## src/verilog/adc_mix_defs.vh

```
// constants for the adc input-mix control register bank
// assumes inclusion by bare name from the design files
`ifndef ADC_MIX_DEFS_VH
`define ADC_MIX_DEFS_VH
`define MIX_OFS_RIGHT 8'h12
`define MIX_OFS_LEFT 8'h13
`define MIX_RST_RIGHT 8'hFF
`define MIX_RST_LEFT 8'h78
`define LVL_OFF 4'hF
`define LVL_MAX 4'h8
`define F_DIFF 7
`define F_LVL_HI 6
`define F_LVL_LO 3
`define F_PWR 2
`define SS_EVERY 2'h0
`define SS_EVERY2 2'h1
`define GAIN_W 7
`define GAIN_RST 7'h00
`define GAIN_STEP_CDB 10'h032
`define LVL_STEP_CDB 7'h0F
`endif

```

## src/verilog/gain_stepper.v

```verilog
// soft-stepping of the adc gain-stage gain toward a target code
// assumes fs_tick is a one-cycle pulse on core_clk once per sample period
`timescale 1ns/1ns
`include "adc_mix_defs.vh"
module gain_stepper #(
	parameter W = 7
) (
	// clock and reset
	input wire core_clk,
	input wire arst_n,
	// control
	input wire fs_tick,
	input wire [1:0] step_rate,
	input wire [W-1:0] gain_target,
	// result
	output reg [W-1:0] gain_q
);
	reg half_q;
	reg go;

	// pick stepping moments from the rate code
	always @* begin
		case (step_rate)
			`SS_EVERY: go = fs_tick;
			`SS_EVERY2: go = fs_tick & half_q;
			default: go = 1'b1; // disabled: jump at once
		endcase
	end

	// one 0.5 dB code per interval toward target
	always @(posedge core_clk or negedge arst_n) begin
		if (!arst_n) begin
			gain_q <= `GAIN_RST;
			half_q <= 1'b0;
		end else begin
			if (fs_tick)
				half_q <= ~half_q;
			if (step_rate[1])
				gain_q <= gain_target;
			else if (go && gain_q < gain_target)
				gain_q <= gain_q + {{(W-1){1'b0}}, 1'b1};
			else if (go && gain_q > gain_target)
				gain_q <= gain_q - {{(W-1){1'b0}}, 1'b1};
		end
	end
endmodule // gain_stepper

```

## src/verilog/adc_input_mix_control_regs.v

```verilog
// two input-mix control registers of the record path and their decoded controls
// assumes a serial-bus front end on core_clk delivers decoded byte writes and reads
`timescale 1ns/1ns
`include "adc_mix_defs.vh"

// register map, both bytes read and write
//   right mix byte: [7:4] third mic left level, [3:0] third mic right level
//   left mix byte: [7] line mode, [6:3] line level, [2] adc power, [1:0] step rate
// reset: right byte all ones, so both third mic inputs start unconnected;
// left byte has only the line level at ones, the adc starts powered down
// level codes 0 to 8 give 0 to -12 dB in 1.5 dB steps; 15 disconnects
// codes 9 to 14 are the host's to avoid; they are stored as written
// and decode like code 8, the deepest step, yet still count as connected
// step rate 0 steps once per sample, 1 once per two samples, 2 and 3 jump
//
// timing at the ports
//   a write taken at edge n lands in its byte at n
//   decoded controls follow one edge later
//   a read taken at edge n shows data and hit just after n
//   a write and a read in one cycle return the old byte
// the extra decode stage keeps every output on a flip-flop, paid for
// with one more cycle of latency on the analogue controls
module adc_input_mix_control_regs #(
	parameter GW = `GAIN_W
) (
	// clock and reset
	input wire core_clk,
	input wire arst_n,
	// register access from the serial control front end
	input wire reg_wr,
	input wire reg_rd,
	input wire [7:0] reg_addr,
	input wire [7:0] reg_wdata,
	output reg [7:0] reg_rdata,
	output reg reg_hit,
	// sample-period tick and gain-stage target
	input wire fs_tick,
	input wire [GW-1:0] left_gain_target,
	// decoded analogue controls
	output reg third_mic_left_conn,
	output reg [6:0] third_mic_left_atten_cdb,
	output reg third_mic_right_conn,
	output reg [6:0] third_mic_right_atten_cdb,
	output reg first_line_left_diff,
	output reg first_line_left_conn,
	output reg [6:0] first_line_left_atten_cdb,
	output reg left_adc_power,
	output reg [GW-1:0] left_gain_applied,
	output reg [9:0] left_gain_cdb
);
	// stored register bytes
	reg [7:0] right_mix_q;
	reg [7:0] left_mix_q;
	// stepped gain code from the stepper
	wire [GW-1:0] gain_now;
	// decoded access qualifiers
	wire wr_right;
	wire wr_left;
	wire rd_mapped;

	// attenuation in 0.1 dB units; reserved codes clamp to the deepest step
	function [6:0] atten_cdb;
		input [3:0] code;
		reg [3:0] c;
		begin
			c = (code > `LVL_MAX) ? `LVL_MAX : code;
			atten_cdb = c * `LVL_STEP_CDB;
		end
	endfunction

	// connection follows the level code alone, no separate switch
	function connected;
		input [3:0] code;
		begin
			connected = (code != `LVL_OFF);
		end
	endfunction

	// address of the right mix byte
	function is_right;
		input [7:0] addr;
		begin
			is_right = (addr == `MIX_OFS_RIGHT);
		end
	endfunction

	// address of the left mix byte
	function is_left;
		input [7:0] addr;
		begin
			is_left = (addr == `MIX_OFS_LEFT);
		end
	endfunction

	// write and read qualifiers; writes to other addresses are ignored, reads of them give zero data and no hit
	assign wr_right = reg_wr & is_right(reg_addr);
	assign wr_left = reg_wr & is_left(reg_addr);
	assign rd_mapped = is_right(reg_addr) | is_left(reg_addr);

	// register writes, taken on the edge that sees the strobe
	always @(posedge core_clk or negedge arst_n) begin
		if (!arst_n) begin
			right_mix_q <= `MIX_RST_RIGHT;
			left_mix_q <= `MIX_RST_LEFT;
		end else begin
			if (wr_right)
				right_mix_q <= reg_wdata;
			if (wr_left)
				left_mix_q <= reg_wdata;
		end
	end

	// soft-stepped gain stage, rate from the low two bits
	// the once-per-two phase runs freely from reset, not from the write
	gain_stepper #(
		.W(GW)
	) u_step (
		.core_clk(core_clk),
		.arst_n(arst_n),
		.fs_tick(fs_tick),
		.step_rate(left_mix_q[1:0]),
		.gain_target(left_gain_target),
		.gain_q(gain_now)
	);

	// read port: data held until the next read, hit for one cycle
	always @(posedge core_clk or negedge arst_n) begin
		if (!arst_n) begin
			reg_rdata <= 8'h00;
			reg_hit <= 1'b0;
		end else begin
			reg_hit <= reg_rd & rd_mapped;
			if (reg_rd) begin
				if (is_right(reg_addr))
					reg_rdata <= right_mix_q;
				else if (is_left(reg_addr))
					reg_rdata <= left_mix_q;
				else
					reg_rdata <= 8'h00; // unmapped reads give zero
			end
		end
	end

	// third mic left into the right mix
	// reset already shows unconnected; the attenuation matches the byte only after the first edge
	always @(posedge core_clk or negedge arst_n) begin
		if (!arst_n) begin
			third_mic_left_conn <= 1'b0;
			third_mic_left_atten_cdb <= 7'h00;
		end else begin
			third_mic_left_conn <= connected(right_mix_q[7:4]);
			third_mic_left_atten_cdb <= atten_cdb(right_mix_q[7:4]);
		end
	end

	// third mic right into the right mix
	always @(posedge core_clk or negedge arst_n) begin
		if (!arst_n) begin
			third_mic_right_conn <= 1'b0;
			third_mic_right_atten_cdb <= 7'h00;
		end else begin
			third_mic_right_conn <= connected(right_mix_q[3:0]);
			third_mic_right_atten_cdb <= atten_cdb(right_mix_q[3:0]);
		end
	end

	// first line left into the left mix
	// mode is passed on as stored; keeping both channels alike is the host's job
	always @(posedge core_clk or negedge arst_n) begin
		if (!arst_n) begin
			first_line_left_diff <= 1'b0;
			first_line_left_conn <= 1'b0;
			first_line_left_atten_cdb <= 7'h00;
		end else begin
			first_line_left_diff <= left_mix_q[`F_DIFF];
			first_line_left_conn <= connected(left_mix_q[`F_LVL_HI:`F_LVL_LO]);
			first_line_left_atten_cdb <= atten_cdb(left_mix_q[`F_LVL_HI:`F_LVL_LO]);
		end
	end

	// left adc channel power
	always @(posedge core_clk or negedge arst_n) begin
		if (!arst_n)
			left_adc_power <= 1'b0;
		else
			left_adc_power <= left_mix_q[`F_PWR];
	end

	// applied gain code and its value in 0.01 dB
	// the product is registered so no multiplier sits on an output path
	always @(posedge core_clk or negedge arst_n) begin
		if (!arst_n) begin
			left_gain_applied <= {GW{1'b0}};
			left_gain_cdb <= 10'h000;
		end else begin
			left_gain_applied <= gain_now;
			left_gain_cdb <= gain_now * `GAIN_STEP_CDB;
		end
	end
endmodule // adc_input_mix_control_regs

```

## config.mk

```make
export PLATFORM = sky130hd
export DESIGN_NAME = adc_input_mix_control_regs
export DESIGN_NICKNAME = d
export VERILOG_FILES = /design/src/verilog/gain_stepper.v /design/src/verilog/adc_input_mix_control_regs.v
export VERILOG_INCLUDE_DIRS = /design/src /design/src/verilog
export SDC_FILE = /design/constraint.sdc
export NUM_CORES = 1
export LEC_CHECK = 0
export ABC_AREA = 1
export BUFFER_PORTS_ARGS = -buffer_cell sky130_fd_sc_hd__buf_2
export CELL_PAD_IN_SITES_DETAIL_PLACEMENT = 0
export CELL_PAD_IN_SITES_GLOBAL_PLACEMENT = 1
export CORE_MARGIN = 8
export CORE_UTILIZATION = 43
export CTS_CLUSTER_DIAMETER = 120
export DETAILED_ROUTE_END_ITERATION = 6
export PLACE_DENSITY_LB_ADDON = 0.1
export SLEW_MARGIN = 30
export SYNTH_ARGS = -nofsm -noshare
export SYNTH_HDL_FRONTEND = slang
export SYNTH_SLANG_ARGS = --single-unit
```

## constraint.sdc

```tcl
create_clock -name core_clk -period 3.25 [get_ports core_clk]
set_input_delay 0.1625 -clock core_clk [delete_from_list [all_inputs] [get_ports core_clk]]
set_output_delay 0.1625 -clock core_clk [all_outputs]
set_load 0.02 [all_outputs]
```

==> out/qor.yml, run 1 <==
placed_design:
  dp.cells: 624
  dpl.hpwl_um: 6880
  place.gp.congestion: 0.793
  portBuffers: 78
global_route:
  antenna_found_initial: 0
  grt_pass1_vias: 3127
  grt_max_degree: 73
  track_usage: 0.146
  grt_first_pass_wirelength_um: 14900
  grt-ovfl-total: 0
floorplan:
  die-area_um2: 13100
  core_um2: 9590
  placement_rows: 36
  io_pins: 80
  die_w_um: 115
  initial_core_util: 0.436
  die_y_um: 115
setup_path:
  critPathRequiredTime_ps: 3520
  cp-start-kind: "flip-flop"
  critPathMaxFanout: 3
  path_class: "flip-flop to flip-flop"
  startpoint: "right_mix_q[5]"
  arrival_ps: 3090
  endpoint_kind: "flip-flop"
  r2r-start: "right_mix_q[5]"
  r2r_cells: 8
sta:
  skew_ps: 8.90
  hold_violations: 0
  rsz0062_at_grt: "false"
  fmax_mhz: 354
  post-route-period-util: 0.870
  fin_tns_setup_ps: 0
  max_slew_margin: 0.573
  slew_violations: 0
  setup_viol: 0
  worst_pin_slew_ps: 641
  period_needed_ps: 2830
synth:
  yosysTopAreaCell: "dfrtp_1"
  synth_top_area_frac: 0.359
  post_synth_inst_count: 422
  yosys_warnings: 0
  synth_ff_type: "dfrtp_1"
  synth_area_um2: 4190
  synth_area_leaders: "dfrtp_1 36%, ha_1 15%, dfstp_2 7.5%, fa_1 7.2%, inv_1 6.3%"
  ys_ff_latch: 72
  synth.avg_cell_area_um2: 9.92
  synth_cell_type_count: 33
  synth_edf_count: 0
  synth_nets: 516
  synth-seq-area-share: 0.434
  ys_async_sr_fraction: 1.00
power_and_ir_drop:
  p_leak_uw: 0.00268
  peakVddDrop_v: 0.000228
  powerDensity_nw_per_um2: 560
  totalPowerFinal_uw: 2760
clock_tree:
  cts_buffers: 9
  cts.sinks: 72
  cts_setup_buffers: 0
  clk_latency_ps: 340
  tritoncts: "done"
  clockBufferDepth: 2
  path_clk_slew_ps: 80
  cts_resized: 0
  htreeDepth: 3
  cts_hold_buf: 1
  clock-root-buffer: "clkbuf_8"
cells_and_area:
  ff_latch_area_um2: 1820
  syn_to_final_growth_pct: 17.7
  final_nets: 597
  multi_input_area_um2: 2030
  fin_util: 0.514
  fillers: 918
  final_cell_count_no_fill: 641
  layout-drive-gt1-share: 0.228
  antenna_cells: 0
worst_hold_path:
  min-delay-path-class: "input port to flip-flop"
  hold_start: "fs_tick"
  hold_depth: 2
job:
  max_cap_viol_count: 0
routing:
  routed_wl_um: 8880
  drc: 0
  firstDrtPassIters: 4
  viasPerCell: 4.63
  detail-route-antenna-nets: 0
  drt_iter0_markers: 72
  via_count: 2965
  post_drt_wl_per_cell_um: 13.9
outcome:
  status: "finished, final reports clean"
==> cell type report <==
type	instances	share of cell area
Timing Repair Buffer	80	0.0840
Clock inverter	3	0.0132
Clock buffer	13	0.0322
Inverter	72	0.0553
Tap cell	133	0.0338
Sequential cell	72	0.369
Multi-Input combinational cell	268	0.413
==> layout by cell type (no fill, tap or decap), types with 3 or more instances in the layout <==
master,synthesis,final
nand3_1,12,12
dfstp_2,12,12
inv_1,70,70
xnor2_1,11,11
a31oi_1,3,3
ha_1,51,51
o21ai_1,17,17
nor2_1,31,31
xor2_1,12,12
nand4_1,5,5
dfrtp_1,60,60
nand2_1,57,57
o21ai_0,10,10
clkbuf_8,0,11
buf_2,2,77
o22a_1,8,8
a21oi_1,23,23
fa_1,15,15
==> cells by family after synthesis <==
logic type               after synthesis  synth area share
AO/OA/AOI/OAI                         62            0.0828
AND/OR/NAND/NOR                      116             0.130
XOR/XNOR                              23            0.0481
other                                  1          0.000896
flip-flops                            72             0.434
buffers and inverters                 82            0.0801
adder cells (fa/ha/maj)               66             0.224
==> routing by layer <==
layer	wire (um)	global-route usage	vias to the layer above	part of all wire
met5	0	0	-	0
met4	142	0.0594	0	0.016
met3	453	0.0374	12	0.051
met2	4360	0.249	60	0.49
met1	3930	0.171	1389	0.44
li1	-	-	1504	-
==> power by group <==
group          leakage, uW  switching (uW)  internal [uW]
Sequential        0.000822            60.4           1050
Combinational      0.00174             530            319
Clock             0.000114             327            474
==> per-stage QoR <==
step	hold slack [ps]	worst slack [ps]	cell area, um2
after floorplan	-133	541	4190
after global placement	347	509	4690
after detailed placement	355	423	4690
after CTS	18.9	404	4920
after global routing	34.0	242	4930
final	33.1	423	4930
==> synth_stat cells (2+ instances only) <==
master     n
dfrtp_1   60
a21oi_1   23
o21ai_0   10
nand2_4    2
o22a_1     8
xnor2_1   11
nor3_1     2
buf_2      2
fa_1      15
xor2_1    12
a31oi_1    3
nand4_1    5
nor2_1    31
nand2_1   57
nand3_1   12
dfstp_2   12
clkbuf_1   3
ha_1      51
o21ai_1   17
inv_1     70
buf_4      4
==> worst max-delay path, stage by stage (launching register included) <==
cell and delay, ps:
dfstp_2 540, inv_1 60, nor2_1 210, inv_1 110
fa_1 520, fa_1 540, fa_1 410, o21ai_0 220
xor2_1 150
==> final timing paths <==
check | to | slack [ps]
min reg2reg | left_adc_power | 380
max in group asynchronous | reg_rdata[7] | 2410
min | u_step.half_q | 30
max reg2reg | third_mic_left_atten_cdb[6] | 420
max | third_mic_left_atten_cdb[6] | 420
min in group asynchronous | third_mic_right_atten_cdb[5] | 400
==> state kept, by name (all words and copies together), names as in the netlist <==
signal and flops:
left_mix_q 8, reg_rdata 8, right_mix_q 8, first_line_left_atten_cdb 7, left_gain_applied 7, third_mic_left_atten_cdb 7
third_mic_right_atten_cdb 7, u_step.gain_q 7, left_gain_cdb 6, first_line_left_conn 1, first_line_left_diff 1, left_adc_power 1
reg_hit 1, third_mic_left_conn 1, third_mic_right_conn 1, u_step.half_q 1
No activity file was read; power rests on OpenSTA's default activity.
==> run 2: changes to the inputs <==
- CTS_CLUSTER_DIAMETER: 120 -> 100
- GPL_TIMING_DRIVEN: not set -> 0
- SKIP_LAST_GASP: not set -> 1
==> run 2 against run 1 <==
Cell count is 1.6% higher. Sequential share of layout area is 0.25 points lower. Critical path depth stayed put. Largest cell class unchanged. Via count is 1.8% higher. Wire length is 2.3% lower. Register-to-register slack worse by 20 ps. Global-route usage is 0.088 points lower. Clock-buffer cell count is 4 lower. Clock skew is 3.8 ps higher. Utilization is 0.35 points higher.
==> out/qor.yml, run 2 (synthesized netlist as in run 1, its figures left out) <==
setup_path:
  critPathTopFamily: "adder cells"
  r2r-start: "right_mix_q[7]"
  crit_slowest_cell: "fa_1"
  path_buf_inv: 2  # unchanged
  crit_chain: "clkbuf_1, nor2_1, inv_1, fa_1, fa_1, fa_1, o21ai_0, xor2_1"
  cpPeakStageDelay_ps: 530  # about the same
  startpoint: "right_mix_q[7]"
  path_class: "flip-flop to flip-flop"
  endpoint_kind: "flip-flop"
  arrival_ps: 3130  # +40 ps
  critPathMaxFanout: 7  # +4
  critPathRequiredTime_ps: 3530  # about the same
  cp-start-kind: "flip-flop"
  cpMostUsedCell: "fa_1"
global_route:
  antenna_found_initial: 0  # unchanged
  grt_first_pass_wirelength_um: 14900  # about the same
  grt_pass1_vias: 3184  # +1.8%
  grt_max_degree: 52  # -29%
  track_usage: 0.145  # -0.000883
  grt-ovfl-total: 0  # unchanged
routing:
  detail-route-antenna-nets: 0  # unchanged
  via_count: 3018  # +1.8%
  firstDrtPassIters: 4  # unchanged
  routed_wl_um: 8680  # -2.3%
  post_drt_wl_per_cell_um: 13.3  # -3.8%
  viasPerCell: 4.64  # +0.22%
  drc: 0  # unchanged
  drt_iter0_markers: 90  # +25%
floorplan:
  die-area_um2: 13100  # unchanged
  initial_core_util: 0.436  # unchanged
  die_w_um: 115  # unchanged
  io_pins: 80  # unchanged
  die_y_um: 115  # unchanged
  placement_rows: 36  # unchanged
  core_um2: 9590  # unchanged
power_and_ir_drop:
  powerDensity_nw_per_um2: 527  # -6.0%
  p_leak_uw: 0.00269  # +0.62%
  peakVddDrop_v: 0.000216  # -5.2%
cells_and_area:
  final_cell_count_no_fill: 651  # +1.6%
  final_cell_mix: "79 x buf_2, 70 x inv_1, 60 x dfrtp_1"
  largest_registers: "left_mix_q (8), reg_rdata (8), right_mix_q (8)"
  layout-drive-gt1-share: 0.241  # +0.0130
  layout_commonest_cell: "buf_2"
  syn_to_final_growth_pct: 18.5
  multi_input_area_um2: 2030  # unchanged
  ff_latch_area_um2: 1820  # unchanged
  fillers: 918  # unchanged
  final_nets: 607  # +1.7%
  antenna_cells: 0  # unchanged
placed_design:
  dpl.hpwl_um: 6960  # +1.1%
  portBuffers: 78  # unchanged
  place_ws_ps: 369  # -53.3 ps
  place.gp.congestion: 0.761  # -4.1%
  dp.cells: 634  # +1.6%
sta:
  rsz0062_at_grt: "false"
  period_needed_ps: 2850  # +24.1 ps
  slew_violations: 0  # unchanged
  fin_ws_ps: 399  # -24.1 ps
  hold_violations: 0  # unchanged
  setup_viol: 0  # unchanged
  skew_ps: 12.7  # +3.76 ps
  fin_tns_setup_ps: 0  # unchanged
  fmax_mhz: 351  # -0.85%
  post-route-period-util: 0.877  # +0.00742
clock_tree:
  htreeDepth: 3  # unchanged
  cts_resized: 0  # unchanged
  clock-root-buffer: "clkbuf_8"
  path_clk_slew_ps: 80  # about the same
  clockBufferDepth: 2  # unchanged
  tritoncts: "done"
  cts_setup_buffers: 0  # unchanged
  clk_latency_ps: 350  # about the same
  cts.sinks: 72  # unchanged
  cts_buffers: 9  # unchanged
worst_hold_path:
  hold_start: "fs_tick"
  min-delay-path-class: "input port to flip-flop"
job:
  max_cap_viol_count: 0  # unchanged
outcome:
  status: "finished, final reports clean"
==> run 2: cell count changes in the layout (fill, tap and decap cells not counted) <==
cell / before / now
buf_4: 1 / 5
buf_2: 77 / 79
bufinv_16: 2 / 0
clkbuf_8: 11 / 9
clkinv_4: 0 / 2
clkinvlp_4: 0 / 2
inv_6: 0 / 2
buf_16: 0 / 1
clkbuf_1: 2 / 3
==> run 2: final cells by class <==
cell class | count | area share
Timing Repair Buffer | 80 | 0.0867
Inverter | 72 | 0.0550
Buffer | 10 | 0.0126
Sequential cell | 72 | 0.366
Clock buffer | 9 | 0.0250
Clock inverter | 7 | 0.0111
Tap cell | 133 | 0.0335
Multi-Input combinational cell | 268 | 0.410
==> run 2: through the flow <==
| stage | total power, uW | hold WS [ps] | util | cell area [um2] |
|---|---|---|---|---|
| 2_1_floorplan | 1720 | -133 | - | 4190 |
| 3_3_place_gp | 1980 | 359 | 0.494 | 4740 |
| 3_5_place_dp | 2000 | 79.0 | 0.498 | 4770 |
| 4_1_cts | 2670 | 0.633 | 0.517 | 4960 |
| 5_1_grt | 2810 | 10.8 | 0.517 | 4960 |
| 6_report | 2610 | 21.5 | 0.517 | 4960 |
==> run 2: metal layers <==
layer / GRT usage / wire (um)
met1: 0.174 / 3930
met4: 0.0674 / 129
met3: 0.0343 / 415
met2: 0.240 / 4200
met5: 0 / 0
==> run 2: power breakdown <==
group          switching, uW  internal (uW)  leakage [uW]
Clock                    370            283     0.0000862
Combinational            527            325       0.00179
Sequential              57.4           1050      0.000822
Total                    954           1660       0.00269
==> run 2: worst reg2reg max path: stages (launching register included) <==
cell	delay, ps
dfstp_2	520
clkbuf_1	230
nor2_1	150
inv_1	100
fa_1	460
fa_1	530
fa_1	420
o21ai_0	220
xor2_1	150
==> run 2: what timing repair did <==
item,CTS,global route
endpoints found under the hold margin,21,0
setup endpoints to repair,0,0
hold buffers,1,0
==> run 2: path summary, 6_finish.rpt <==
| path | end | slack [ps] | depth (start not counted) |
|---|---|---|---|
| max | third_mic_left_atten_cdb[6] | 400 | 8 |
| min | u_step.half_q | 20 | 2 |
| max reg2reg | third_mic_left_atten_cdb[6] | 400 | 8 |
| min reg2reg | left_adc_power | 380 | 0 |
| max in group asynchronous | right_mix_q[4] | 2400 | 3 |
| min in group asynchronous | left_gain_cdb[7] | 250 | 2 |
